File: config.mk
export PLATFORM = sky130hd
export DESIGN_NAME = pbc_ctrl
export DESIGN_NICKNAME = d
export VERILOG_FILES = /design/src/hw/pbc_pkg.sv /design/src/hw/pbc_timer.sv /design/src/hw/pbc_ctrl.sv
export SDC_FILE = /design/constraint.sdc
export NUM_CORES = 1
export LEC_CHECK = 0
export CAP_MARGIN = 40
export CORE_MARGIN = 4
export CORE_UTILIZATION = 58
export DETAILED_ROUTE_END_ITERATION = 10
export DONT_BUFFER_PORTS = 1
export PLACE_DENSITY = 0.74
export SLEW_MARGIN = 20
export SYNTH_ARGS = -nofsm -noshare
export SYNTH_HDL_FRONTEND = slang
export SYNTH_SLANG_ARGS = --single-unit
File: constraint.sdc
create_clock -name clk_sys -period 3.9 [get_ports clk_sys]
set_clock_uncertainty 0.1 [all_clocks]
set_input_delay 0.39 -clock clk_sys [delete_from_list [all_inputs] [get_ports clk_sys]]
set_output_delay 0.39 -clock clk_sys [all_outputs]
set_load 0.05 [all_outputs]
File: src/hw/pbc_pkg.sv
// constants for the phy basic control register block
package pbc_pkg;
   // ****************************************************************
   // register map
   // ****************************************************************
   localparam logic [4:0] PBC_ADDR_CTRL = 5'h00;
   localparam int PBC_DW = 16;

   // ****************************************************************
   // field positions
   // ****************************************************************
   localparam int PBC_B_RESET = 15;
   localparam int PBC_B_LOOPBACK = 14;
   localparam int PBC_B_SPEED = 13;
   localparam int PBC_B_AN_EN = 12;
   localparam int PBC_B_PWR_DOWN = 11;
   localparam int PBC_B_AN_RESTART = 9;
   localparam int PBC_B_DUPLEX = 8;
   localparam int PBC_B_COL_TEST = 7;

   // ****************************************************************
   // reset values
   // ****************************************************************
   localparam logic PBC_RST_SPEED = 1'b1;
   localparam logic PBC_RST_AN_EN = 1'b1;
   localparam logic PBC_RST_LOOPBACK = 1'b0;
   localparam logic PBC_RST_PWR_DOWN = 1'b0;
   localparam logic PBC_RST_DUPLEX = 1'b0;
   localparam logic PBC_RST_COL_TEST = 1'b0;
   localparam logic [15:0] PBC_ZERO16 = 16'h0000;

   // ****************************************************************
   // duplex capability of the phy
   // ****************************************************************
   typedef enum logic [1:0] {
      PBC_DUP_BOTH,
      PBC_DUP_FULL_ONLY,
      PBC_DUP_HALF_ONLY
   } pbc_dup_t;

   // ****************************************************************
   // timing
   // ****************************************************************
   localparam int PBC_CLK_PERIOD_NS = 10;
   localparam int PBC_DEAD_TIME_NS = 560;
   // longest time, rounded down
   localparam int PBC_DEAD_CYCLES = PBC_DEAD_TIME_NS / PBC_CLK_PERIOD_NS;
   localparam int PBC_TMR_W = 8;
   // the cycle that starts the timer is already dead, so one less is loaded
   localparam logic [PBC_TMR_W-1:0] PBC_DEAD_LOAD = PBC_TMR_W'(PBC_DEAD_CYCLES - 1);
   localparam logic [PBC_TMR_W-1:0] PBC_RESET_LOAD_DEF = 8'h10;
endpackage

File: src/hw/pbc_timer.sv
// one-shot down counter used for reset hold and loopback dead time
`timescale 1ns/1ns
`default_nettype none
module pbc_timer
   import pbc_pkg::*;
(
   // clock and reset
   input wire logic clk_sys,
   input wire logic arst_n,
   // control
   input wire logic start,
   input wire logic [PBC_TMR_W-1:0] load,
   // status
   output logic busy
);
   typedef struct packed {
      logic [PBC_TMR_W-1:0] cnt;
   } pbc_tmr_st_t;

   pbc_tmr_st_t st_q;
   pbc_tmr_st_t st_d;

   // ****************************************************************
   // count down to zero; a new start reloads
   // ****************************************************************
   always_comb begin
      st_d = st_q;
      if (start) begin
         st_d.cnt = load;
      end else if (st_q.cnt != '0) begin
         st_d.cnt = st_q.cnt - 1'b1;
      end
   end

   always_ff @(posedge clk_sys or negedge arst_n) begin
      if (!arst_n) begin
         st_q <= '0;
      end else begin
         st_q <= st_d;
      end
   end

   assign busy = (st_q.cnt != '0);
endmodule // pbc_timer
`default_nettype wire

File: src/hw/pbc_ctrl.sv
// phy basic control register with loopback, collision test and management port
//
// Contract
// - writing one to bit 15 restores status and control defaults, then clears
// - bit 15 reads one during reset; writes only accepted after completion, reads answered throughout
// - bit 14 loops transmit nibbles into receive path, isolating network receiver
// - entering loopback yields up to 560 ns of invalid receive data
// - configuration loopback setting overrides the management loopback bit
// - bit 13 selects 100 or 10 Mbps only without autoneg; default one
// - bit 12 enables autoneg, default one; speed and duplex ignored then
// - bit 11 enters low power mode; clearing returns to normal
// - writing one to bit 9 restarts autoneg; bit clears itself
// - bit 8 selects full or half duplex without autoneg; default zero
// - single duplex capability forces bit 8 to that supported mode
// - in loopback the behaviour does not depend on the duplex bit
// - bit 7 forces collision whenever transmit enable is asserted
`timescale 1ns/1ns
`default_nettype none
module pbc_ctrl
   import pbc_pkg::*;
#(
   parameter pbc_dup_t DUP_SUPPORT = PBC_DUP_BOTH,
   parameter logic [PBC_TMR_W-1:0] RESET_LOAD = PBC_RESET_LOAD_DEF
)(
   // clock and reset
   input wire logic clk_sys,
   input wire logic arst_n,
   // management register port
   input wire logic mgmt_req,
   input wire logic mgmt_we,
   input wire logic [4:0] mgmt_addr,
   input wire logic [PBC_DW-1:0] mgmt_wdata,
   output logic [PBC_DW-1:0] mgmt_rdata,
   output logic mgmt_ack,
   output logic mgmt_busy,
   // device configuration and autoneg result
   input wire logic cfg_loopback,
   input wire logic an_speed_100,
   input wire logic an_full_duplex,
   // mac transmit side
   input wire logic [3:0] txd,
   input wire logic tx_en,
   // network receive pins
   input wire logic [3:0] net_rxd,
   input wire logic net_rx_dv,
   input wire logic net_col,
   // mac receive side
   output logic [3:0] rxd,
   output logic rx_dv,
   output logic col,
   // phy control outputs
   output logic phy_soft_reset,
   output logic an_restart,
   output logic an_enable,
   output logic speed_100,
   output logic full_duplex,
   output logic power_down,
   output logic loopback_active,
   output logic rx_isolate
);
   typedef struct packed {
      logic speed;
      logic an_en;
      logic pwr_down;
      logic loopback;
      logic duplex;
      logic col_test;
      logic lb_prev;
      logic [5:0] sync1;
      logic [5:0] sync2;
      logic [3:0] rxd;
      logic rx_dv;
      logic col;
      logic [PBC_DW-1:0] rdata;
      logic ack;
      logic soft_rst;
      logic restart;
      logic spd_eff;
      logic dup_eff;
   } pbc_st_t;

   pbc_st_t st_q;
   pbc_st_t st_d;
   logic rst_busy;
   logic dead_busy;
   logic lb_eff;
   logic wr_ctrl;
   logic start_reset;
   logic start_dead;
   localparam int DEAD_MAX = PBC_DEAD_CYCLES;

   // ****************************************************************
   // helpers
   // ****************************************************************
   // duplex bit constrained by the phy's capability
   function automatic logic dup_fix(input logic v);
      unique case (DUP_SUPPORT)
         PBC_DUP_FULL_ONLY: dup_fix = 1'b1;
         PBC_DUP_HALF_ONLY: dup_fix = 1'b0;
         default: dup_fix = v;
      endcase
   endfunction

   // writes are refused while the soft reset holds the register
   assign wr_ctrl = mgmt_req && mgmt_we && !rst_busy && (mgmt_addr == PBC_ADDR_CTRL);
   assign start_reset = wr_ctrl && mgmt_wdata[PBC_B_RESET];
   // configuration loopback wins over the management bit
   assign lb_eff = cfg_loopback | st_q.loopback;
   assign start_dead = lb_eff && !st_q.lb_prev;

   // ****************************************************************
   // timers
   // ****************************************************************
   pbc_timer u_rst_tmr (
      .clk_sys(clk_sys),
      .arst_n(arst_n),
      .start(start_reset),
      .load(RESET_LOAD),
      .busy(rst_busy)
   );

   pbc_timer u_dead_tmr (
      .clk_sys(clk_sys),
      .arst_n(arst_n),
      .start(start_dead),
      .load(PBC_DEAD_LOAD),
      .busy(dead_busy)
   );

   // ****************************************************************
   // next state
   // ****************************************************************
   always_comb begin
      st_d = st_q;
      st_d.soft_rst = 1'b0;
      st_d.restart = 1'b0;
      st_d.ack = mgmt_req;
      st_d.lb_prev = lb_eff;
      // network pins pass two flip-flops before use
      st_d.sync1 = {net_col, net_rx_dv, net_rxd};
      st_d.sync2 = st_q.sync1;

      // register write; reserved bits are not stored
      if (start_reset) begin
         st_d.speed = PBC_RST_SPEED;
         st_d.an_en = PBC_RST_AN_EN;
         st_d.loopback = PBC_RST_LOOPBACK;
         st_d.pwr_down = PBC_RST_PWR_DOWN;
         st_d.duplex = dup_fix(PBC_RST_DUPLEX);
         st_d.col_test = PBC_RST_COL_TEST;
         st_d.soft_rst = 1'b1;
      end else if (wr_ctrl) begin
         st_d.loopback = mgmt_wdata[PBC_B_LOOPBACK];
         st_d.speed = mgmt_wdata[PBC_B_SPEED];
         st_d.an_en = mgmt_wdata[PBC_B_AN_EN];
         st_d.pwr_down = mgmt_wdata[PBC_B_PWR_DOWN];
         st_d.duplex = dup_fix(mgmt_wdata[PBC_B_DUPLEX]);
         st_d.col_test = mgmt_wdata[PBC_B_COL_TEST];
         st_d.restart = mgmt_wdata[PBC_B_AN_RESTART];
      end

      // read data; restart always reads zero since it launches at once
      st_d.rdata = PBC_ZERO16;
      if (mgmt_addr == PBC_ADDR_CTRL) begin
         st_d.rdata[PBC_B_RESET] = rst_busy | start_reset;
         st_d.rdata[PBC_B_LOOPBACK] = st_q.loopback;
         st_d.rdata[PBC_B_SPEED] = st_q.speed;
         st_d.rdata[PBC_B_AN_EN] = st_q.an_en;
         st_d.rdata[PBC_B_PWR_DOWN] = st_q.pwr_down;
         st_d.rdata[PBC_B_DUPLEX] = st_q.duplex;
         st_d.rdata[PBC_B_COL_TEST] = st_q.col_test;
      end
      if (!mgmt_req) begin
         st_d.rdata = st_q.rdata;
      end

      // effective link mode; autoneg result overrides manual bits
      st_d.spd_eff = st_q.an_en ? an_speed_100 : st_q.speed;
      st_d.dup_eff = st_q.an_en ? an_full_duplex : st_q.duplex;
      if (lb_eff) begin
         st_d.dup_eff = 1'b1;
      end

      // receive path: loopback of transmit nibbles or synchronised pins
      if (lb_eff) begin
         st_d.rxd = txd;
         st_d.rx_dv = tx_en && !dead_busy && !start_dead;
      end else begin
         st_d.rxd = st_q.sync2[3:0];
         st_d.rx_dv = st_q.sync2[4];
      end
      if (st_q.pwr_down) begin
         st_d.rx_dv = 1'b0;
      end

      // forced collision follows transmit enable; network col is isolated in loopback
      st_d.col = (st_q.col_test && tx_en) || (!lb_eff && st_q.sync2[5]);
   end

   // ****************************************************************
   // state register
   // ****************************************************************
   always_ff @(posedge clk_sys or negedge arst_n) begin
      if (!arst_n) begin
         st_q <= '0;
         st_q.speed <= PBC_RST_SPEED;
         st_q.an_en <= PBC_RST_AN_EN;
         st_q.duplex <= (DUP_SUPPORT == PBC_DUP_FULL_ONLY);
         st_q.spd_eff <= PBC_RST_SPEED;
      end else begin
         st_q <= st_d;
      end
   end

   // ****************************************************************
   // outputs
   // ****************************************************************
   assign mgmt_rdata = st_q.rdata;
   assign mgmt_ack = st_q.ack;
   assign mgmt_busy = rst_busy;
   assign rxd = st_q.rxd;
   assign rx_dv = st_q.rx_dv;
   assign col = st_q.col;
   assign phy_soft_reset = st_q.soft_rst;
   assign an_restart = st_q.restart;
   assign an_enable = st_q.an_en;
   assign speed_100 = st_q.spd_eff;
   assign full_duplex = st_q.dup_eff;
   assign power_down = st_q.pwr_down;
   assign loopback_active = lb_eff;
   assign rx_isolate = lb_eff;

   // ****************************************************************
   // checks
   // ****************************************************************
   reset_read_one_a: assert property (
      @(posedge clk_sys) disable iff (!arst_n)
      mgmt_req && !mgmt_we && mgmt_addr == PBC_ADDR_CTRL && rst_busy
      |=> mgmt_rdata[PBC_B_RESET])
      else $error("reset bit read zero during reset");

   reset_defaults_a: assert property (
      @(posedge clk_sys) disable iff (!arst_n)
      start_reset |=> phy_soft_reset && an_enable && !power_down && !st_q.loopback
         && st_q.speed && !st_q.col_test)
      else $error("soft reset did not restore defaults");

   reset_ends_a: assert property (
      @(posedge clk_sys) disable iff (!arst_n)
      start_reset |-> ##[1:300] !rst_busy)
      else $error("soft reset never completed");

   write_blocked_a: assert property (
      @(posedge clk_sys) disable iff (!arst_n)
      rst_busy && mgmt_req && mgmt_we |=> $stable(st_q.an_en) && $stable(st_q.pwr_down))
      else $error("write accepted during reset");

   restart_pulse_a: assert property (
      @(posedge clk_sys) disable iff (!arst_n)
      an_restart |=> !an_restart)
      else $error("restart did not self clear");

   loop_data_a: assert property (
      @(posedge clk_sys) disable iff (!arst_n)
      lb_eff |=> rxd == $past(txd))
      else $error("loopback nibble mismatch");

   dead_time_a: assert property (
      @(posedge clk_sys) disable iff (!arst_n)
      start_dead |=> !rx_dv [*8])
      else $error("valid data inside dead time");

   dead_bound_a: assert property (
      @(posedge clk_sys) disable iff (!arst_n)
      start_dead |-> ##[1:DEAD_MAX] !dead_busy)
      else $error("dead time longer than allowed");

   cfg_priority_a: assert property (
      @(posedge clk_sys) disable iff (!arst_n)
      cfg_loopback && !st_q.loopback |-> loopback_active && rx_isolate
         ##1 rxd == $past(txd))
      else $error("configuration loopback not honoured");

   dup_cap_a: assert property (
      @(posedge clk_sys) disable iff (!arst_n)
      DUP_SUPPORT != PBC_DUP_BOTH |-> st_q.duplex == (DUP_SUPPORT == PBC_DUP_FULL_ONLY))
      else $error("duplex bit differs from supported mode");

   manual_speed_a: assert property (
      @(posedge clk_sys) disable iff (!arst_n)
      !st_q.an_en && $stable(st_q.an_en) |=> speed_100 == $past(st_q.speed))
      else $error("manual speed not applied");

   loop_duplex_a: assert property (
      @(posedge clk_sys) disable iff (!arst_n)
      lb_eff |=> full_duplex)
      else $error("duplex depends on bit in loopback");

   col_force_a: assert property (
      @(posedge clk_sys) disable iff (!arst_n)
      st_q.col_test && tx_en |=> col)
      else $error("collision test did not force col");
endmodule // pbc_ctrl
`default_nettype wire

==> metrics.txt, run 1 <==
status=finished clean; mapped cell area=between 2000 and 2500 um^2; CP most frequent cell=sky130_fd_sc_hd__inv_1; drt first-iter violations=72; R2R setup slack=1530 ps; Max Fclk=391 MHz; r2r worst-path depth=6; register area share after synthesis=57.6%; Max Buffers Root-to-Sink=2; H-tree depth reported by CTS=2; Worst-Skew Late Latency=300 ps; die extent in y=around 70 um; number of enable-type register cells in the synthesized netlist=0; Crit path max-delay family=simple AND/OR/NAND/NOR gates; floorplan die width=71.1 um; number of buffer cells added on primary ports=0; DR DRC count=0; leading register cell type out of synthesis=sky130_fd_sc_hd__dfrtp_1; share of cell area taken by muxes after synthesis=between 6 and 7%; main combinational cell family by area after synthesis=simple AND/OR/NAND/NOR gates; number of failing hold endpoints at the final stage=0; kind of launch point of the worst setup path=flip-flop; unrepaired setup endpoints after global routing=no; detailed-placement wirelength estimate=2860 um; average cell area after synthesis=roughly 12 um^2; overall track demand over capacity in global routing=17.3%; leading cell type in the layout, fill and taps excluded=sky130_fd_sc_hd__dfrtp_1; LEAKAGE=1.08 nW; standard-cell rows=22; antenna violations before repair=0; buffer and inverter count on the worst path=2; effective utilization at floorplan=61.6%; Hold WC Path Type=in -> reg; critical path data arrival time=2070 ps; Compound-Gate Fraction of Synth Area=under 10%; 1st-pass router iterations=4; number of cells on the worst hold path=1; count of max-cap constraint violations=0; via count of the routed design=1327; Die Area=roughly 5100 um^2; clock-pin slew on the worst setup and hold paths=100 ps; critical path fanouts, max=7; area of the core region=3740 um^2; routability cong.=around 0.75; power consumption=1.32 mW; number of storage elements in the synthesis netlist=53; DRT Wirelength=4050 um; endpoint required time on the critical path=3410 ps; number of pins with negative max-slew slack in the final report=0; capturing point of the worst reg2reg path=mgmt_rdata[15]$_DFFE_PN0P_; post-route ant nets=0; CTS tree=built; hold path start=mgmt_wdata[15]; WHS Endpoint=an_restart$_DFF_PN0_; simple logic cell fraction of the synthesized area=around an eighth; adder-cell share of the synthesized area=1.63%; Total Negative Setup Slacks=0 ps; vias in the first global route=1381; largest net degree at the start of global routing=54; ordered cell list for the critical path=inv_1 -> ha_1 -> or4b_4 -> nor2b_4 -> inv_1; fraction of synthesis flops using an asynchronous set or reset pin=100%; number of antenna repair diodes=0; leading cell types in the layout, fill and taps excluded=sky130_fd_sc_hd__dfrtp_1, sky130_fd_sc_hd__nor2_1, sky130_fd_sc_hd__nand2_1, sky130_fd_sc_hd__inv_1, sky130_fd_sc_hd__conb_1; Distinct cells, synth=45; xor/xnor share of the synthesized area=~1.1%; worst-case headroom to the max-slew limit=54.0%; Routed WL per cell=around 17 um; synth-to-layout area growth=4.93%; Max stage delay on crit path=530 ps; number of sinks handled by clock tree synthesis=53; I/O Pins=just over 70; post-cts sizing count=0; final worst path period need=2560 ps; CTS root buffer=sky130_fd_sc_hd__clkbuf_8; number of nets in the final layout=232; R2R Path Start=u_rst_tmr.st_q[0]$_DFFE_PN0P_; PD cells=545 nW/um^2; fraction of final layout cells sized beyond drive strength 1=17.8%; post-detailed-route via-to-cell ratio=5.55; type of the setup path with the least slack=reg -> out; cells after synthesis=190; Ys Warns=0; global-route wire length before repair=6800 um; Least-Margin Pin Slew=686 ps; CP max stage cell=sky130_fd_sc_hd__or4b_4; total clock buffers created by CTS=5; ratio of final minimum period to clock period=65.6%; crit path capture type=output pin; worst ir drop on vdd=slightly above 0.4 mV; GR Overflow Total=0; # setup viols final=0; number of fill cells in the layout=294
==> layout make-up <==
cell class	instances	area, um^2	area share (%)
multi-input cells	111	781	32.2
well taps	48	60.1	2.48
repair buffers	10	123	5.06
inverters	9	33.8	1.40
flip-flops and latches	53	1330	54.9
clock buffers	5	68.8	2.84
clock inverters	3	25.0	1.03
==> where the power goes <==
part / internal, mW / total (mW) / leakage (nW) / switching (mW)
logic: 0.121 / 0.273 / 0.388 / 0.153
clock network: 0.130 / 0.311 / 0.0447 / 0.182
registers: 0.629 / 0.735 / 0.649 / 0.106
total: 0.879 / 1.32 / 1.08 / 0.440
==> metrics by stage <==
| step | util [%] | setup slack (ps) | hold slack [ps] | area [um^2] | instances |
|---|---|---|---|---|---|
| after floorplan | - | 1720 | -5.59 | 2340 | 198 |
| after global placement | 58.9 | 1600 | -4.22 | 2200 | 221 |
| after detailed placement | 59.3 | 1540 | -4.15 | 2220 | 222 |
| after CTS | 64.4 | 1330 | 0.978 | 2410 | 238 |
| after global routing | 64.7 | 1220 | 17.2 | 2420 | 239 |
| final | 64.7 | 1340 | 44.3 | 2420 | 239 |
==> cells by family (layout without fill, tap and decap cells) <==
kind of cell	count (synthesis)	in the layout
compound gates	32	32
xor+xnor	3	3
fa+ha+maj	3	3
buf+inv	34	27
flops	53	53
mux	13	13
other cells	1	9
simple gates	51	51
==> flip-flops by register name (all words and copies together), names as in the netlist, 4 cells and up <==
register,flops
u_dead_tmr.st_q,8
u_rst_tmr.st_q,8
mgmt_rdata,7
rxd,4
st_q,11
st_d,6
==> synthesized netlist by cell type (2+ instances only) <==
library cell                n  share of area (%)
sky130_fd_sc_hd__mux2i_1    3                1.3
sky130_fd_sc_hd__o21bai_1   2               0.65
sky130_fd_sc_hd__o21ai_0    3               0.65
sky130_fd_sc_hd__ha_1       3                1.6
sky130_fd_sc_hd__dfstp_2    3                3.4
sky130_fd_sc_hd__a211oi_1   2               0.65
sky130_fd_sc_hd__mux2_2     6                2.9
sky130_fd_sc_hd__nand2_1   12                2.0
sky130_fd_sc_hd__nor2_1    13                2.1
sky130_fd_sc_hd__o31ai_1    3               0.98
sky130_fd_sc_hd__or3b_2     2               0.76
sky130_fd_sc_hd__nor2b_1    4                1.1
sky130_fd_sc_hd__xnor2_1    2               0.76
sky130_fd_sc_hd__dfrtp_1   50                 54
sky130_fd_sc_hd__nor3_1     6                1.3
sky130_fd_sc_hd__inv_1      9                1.5
sky130_fd_sc_hd__a22o_1     7                2.7
sky130_fd_sc_hd__or3_1      2               0.54
sky130_fd_sc_hd__buf_4     21                6.8
sky130_fd_sc_hd__a21oi_1    8                1.7
sky130_fd_sc_hd__nand3_1    2               0.43
sky130_fd_sc_hd__mux2_4     4                2.6
==> what timing repair did <==
action | CTS | global route
hold buffers | 8 | 1
endpoints found under the hold margin | 59 | 1
setup buffers | 0 | 0
==> worst max-delay path by stage <==
stage,start,end,slack (ps),cells after the start
6_report,u_rst_tmr.st_q[0]$_DFFE_PN0P_,mgmt_busy,1340,5
4_1_cts,u_rst_tmr.st_q[0]$_DFFE_PN0P_,mgmt_busy,1330,5
3_5_place_dp,u_rst_tmr.st_q[0]$_DFFE_PN0P_,mgmt_rdata[15]$_DFFE_PN0P_,1540,6
2_1_floorplan,u_rst_tmr.st_q[0]$_DFFE_PN0P_,mgmt_rdata[15]$_DFFE_PN0P_,1720,6
5_1_grt,st_q[42]$_DFFE_PN0P_,rx_isolate,1220,3
3_3_place_gp,u_rst_tmr.st_q[0]$_DFFE_PN0P_,mgmt_rdata[15]$_DFFE_PN0P_,1600,6
==> metal layers <==
layer / part of all wire (%) / wire length [um] / global-route usage [%] / vias to the layer above
met5: 0 / 0 / 0 / -
met4: 0.94 / 38 / 5.01 / 0
met3: 7.5 / 304 / 7.53 / 4
met2: 52 / 2120 / 28.6 / 37
met1: 39 / 1580 / 20.7 / 660
li1: - / - / - / 626
No activity file was read; power rests on OpenSTA's default activity.
==> inputs of run 2 (changes only) <==
Settings changed: CORE_UTILIZATION 58 to 56.
Clock period 3.9 ns to 2.35 ns, I/O delays scaled along.
==> run 2 against run 1 <==
- sequential share of layout area is 3.9 points lower
- largest power group unchanged
- hold slack improved by 19 ps
- highest routed layer unchanged
- critical endpoint unchanged
- total power grew 72%
- utilization grew 0.42 points
- largest cell class unchanged
- cell area grew 7.5%
==> metrics.txt, run 2 (synthesis gave the netlist of run 1 again) <==
status=finished clean; 1st-pass router iterations=4; largest net degree at the start of global routing=54; Routed WL per cell=16.6 um; area taken by flip-flops and latches=around 1300 um^2; overall track demand over capacity in global routing=17.2%; Worst-Skew Late Latency=310 ps; fraction of final layout cells sized beyond drive strength 1=21.3%; PD cells=869 nW/um^2; total clock buffers created by CTS=5; flip-flop count of the largest register, all copies and words added=11; GR Overflow Total=0; antenna violations before repair=0; critical path fanouts, max=5; synth-to-layout area growth=12.9%; Max Fclk=between 400 and 500 MHz; vias in the first global route=1420; Total Negative Setup Slacks=0 ps; CTS root buffer=sky130_fd_sc_hd__clkbuf_8; worst-case headroom to the max-slew limit=59.8%; global-route wire length before repair=6820 um; die extent in y=between 70 and 80 um; Least-Margin Pin Slew=600 ps; Die Area=5210 um^2; DR DRC count=0; effective utilization at floorplan=just under 60%; I/O Pins=71; detailed-placement wirelength estimate=roughly 2900 um; registers with the most flip-flops=st_q x11, u_dead_tmr.st_q x8, u_rst_tmr.st_q x8; number of nets in the final layout=about 250; kind of launch point of the worst setup path=flip-flop; LEAKAGE=1.17 nW; final worst path period need=2270 ps; post-detailed-route via-to-cell ratio=between 5 and 6; Max Buffers Root-to-Sink=2; DRT Wirelength=between 4000 and 5000 um; number of buffer cells added on primary ports=0; via count of the routed design=1459; register with the most flip-flops=st_q; CTS tree=built; number of pins with negative max-slew slack in the final report=0; crit path capture type=output pin; H-tree depth reported by CTS=2; worst ir drop on vdd=0.510 mV; type of the setup path with the least slack=reg -> out; unrepaired setup endpoints after global routing=no; Multi-input gate area=783 um^2; floorplan die width=72.2 um; ratio of final minimum period to clock period=between 90% and 100%; Hold WC Path Type=in -> reg; leading cell types in the layout, fill and taps excluded=sky130_fd_sc_hd__dfrtp_1, sky130_fd_sc_hd__dlygate4sd3_1, sky130_fd_sc_hd__nor2_1, sky130_fd_sc_hd__nand2_1, sky130_fd_sc_hd__conb_1; count of max-cap constraint violations=0; clock-pin slew on the worst setup and hold paths=100 ps; number of sinks handled by clock tree synthesis=53; drt first-iter violations=69; critical path data arrival time=~1900 ps; endpoint required time on the critical path=2020 ps; number of fill cells in the layout=290; post-placement cell area=2260 um^2; fin area=2600 um^2; power consumption=2.26 mW; # setup viols final=0; routability cong.=between 0.7 and 0.8; leading cell type in the layout, fill and taps excluded=sky130_fd_sc_hd__dfrtp_1; number of failing hold endpoints at the final stage=0; standard-cell rows=23; area of the core region=4000 um^2; number of antenna repair diodes=0; post-route ant nets=0
run 2: cell count changes in the layout (fill, tap and decap cells not counted):
| cell | before | now |
|---|---|---|
| sky130_fd_sc_hd__dlygate4sd3_1 | 8 | 20 |
| sky130_fd_sc_hd__buf_4 | 0 | 8 |
| sky130_fd_sc_hd__inv_1 | 9 | 7 |
| sky130_fd_sc_hd__inv_2 | 0 | 2 |
| sky130_fd_sc_hd__buf_6 | 0 | 1 |
| sky130_fd_sc_hd__buf_8 | 1 | 0 |
| sky130_fd_sc_hd__clkinv_4 | 1 | 2 |
| sky130_fd_sc_hd__clkinvlp_4 | 1 | 0 |
| sky130_fd_sc_hd__ha_1 | 3 | 2 |
| sky130_fd_sc_hd__ha_2 | 0 | 1 |
run 2: per-layer routing:
layer  GRT usage, %  vias to the layer above  part of all wire (%)
li1               -                      666                     -
met1           20.2                      734                    40
met2           29.1                       46                    51
met3           5.82                       13                   6.2
met4           6.89                        0                   2.2
met5              0                        -                     0
run 2: path summary, 6_finish.rpt:
path | startpoint | endpoint | slack (ps) | depth (start not counted)
max | u_rst_tmr.st_q[0]$_DFFE_PN0P_ | mgmt_busy | 80 | 7
min | mgmt_we | phy_soft_reset$_DFF_PN0_ | 60 | 1
max reg2reg | u_rst_tmr.st_q[0]$_DFFE_PN0P_ | st_q[42]$_DFFE_PN0P_ | 190 | 7
min reg2reg | st_d[31]$_DFF_PN0_ | st_q[31]$_DFF_PN0_ | 260 | 0
max in group asynchronous | arst_n | speed_100$_DFF_PN1_ | 1550 | 2
min in group asynchronous | arst_n | u_dead_tmr.st_q[5]$_DFFE_PN0P_ | 320 | 2
run 2: stage by stage:
step / util, % / hold slack, ps / instances / worst slack, ps
global route: 65.1 / 48.0 / 261 / 8.93
global placement: 56.5 / -159 / 230 / 330
detailed placement: 56.5 / -159 / 230 / 291
floorplan: - / -161 / 198 / 165
CTS: 64.6 / 54.1 / 259 / 0.101
finish: 65.1 / 62.8 / 261 / 81.6
run 2: cell type report:
class	count	share of cell area, %
sequential	53	51.1
multi-input combinational	111	30.1
timing repair buffer	30	11.5
clock buffer	5	2.64
tap	50	2.40
inverter	9	1.30
clock inverter	3	1.01
run 2: worst max-delay path, stage by stage, from the launching register on:
cell	delay, ps
sky130_fd_sc_hd__dfrtp_1	400
sky130_fd_sc_hd__inv_2	70
sky130_fd_sc_hd__ha_2	170
sky130_fd_sc_hd__or4b_4	490
sky130_fd_sc_hd__nor2b_4	140
sky130_fd_sc_hd__buf_4	140
sky130_fd_sc_hd__inv_2	60
sky130_fd_sc_hd__buf_6	150
run 2: timing repair:
action,4_1_cts,5_1_grt
hold endpoints to repair,71,0
gates resized for setup,0,4
endpoints found under the setup margin,0,1
buffers inserted,0,2
hold buffers,21,0
run 2: where the power goes:
group          leakage (nW)  total, mW  internal [mW]  switching [mW]
Sequential            0.649       1.22           1.04           0.178
Clock                0.0487      0.533          0.218           0.315
Combinational         0.475      0.510          0.249           0.262
Total                  1.17       2.26           1.51           0.754
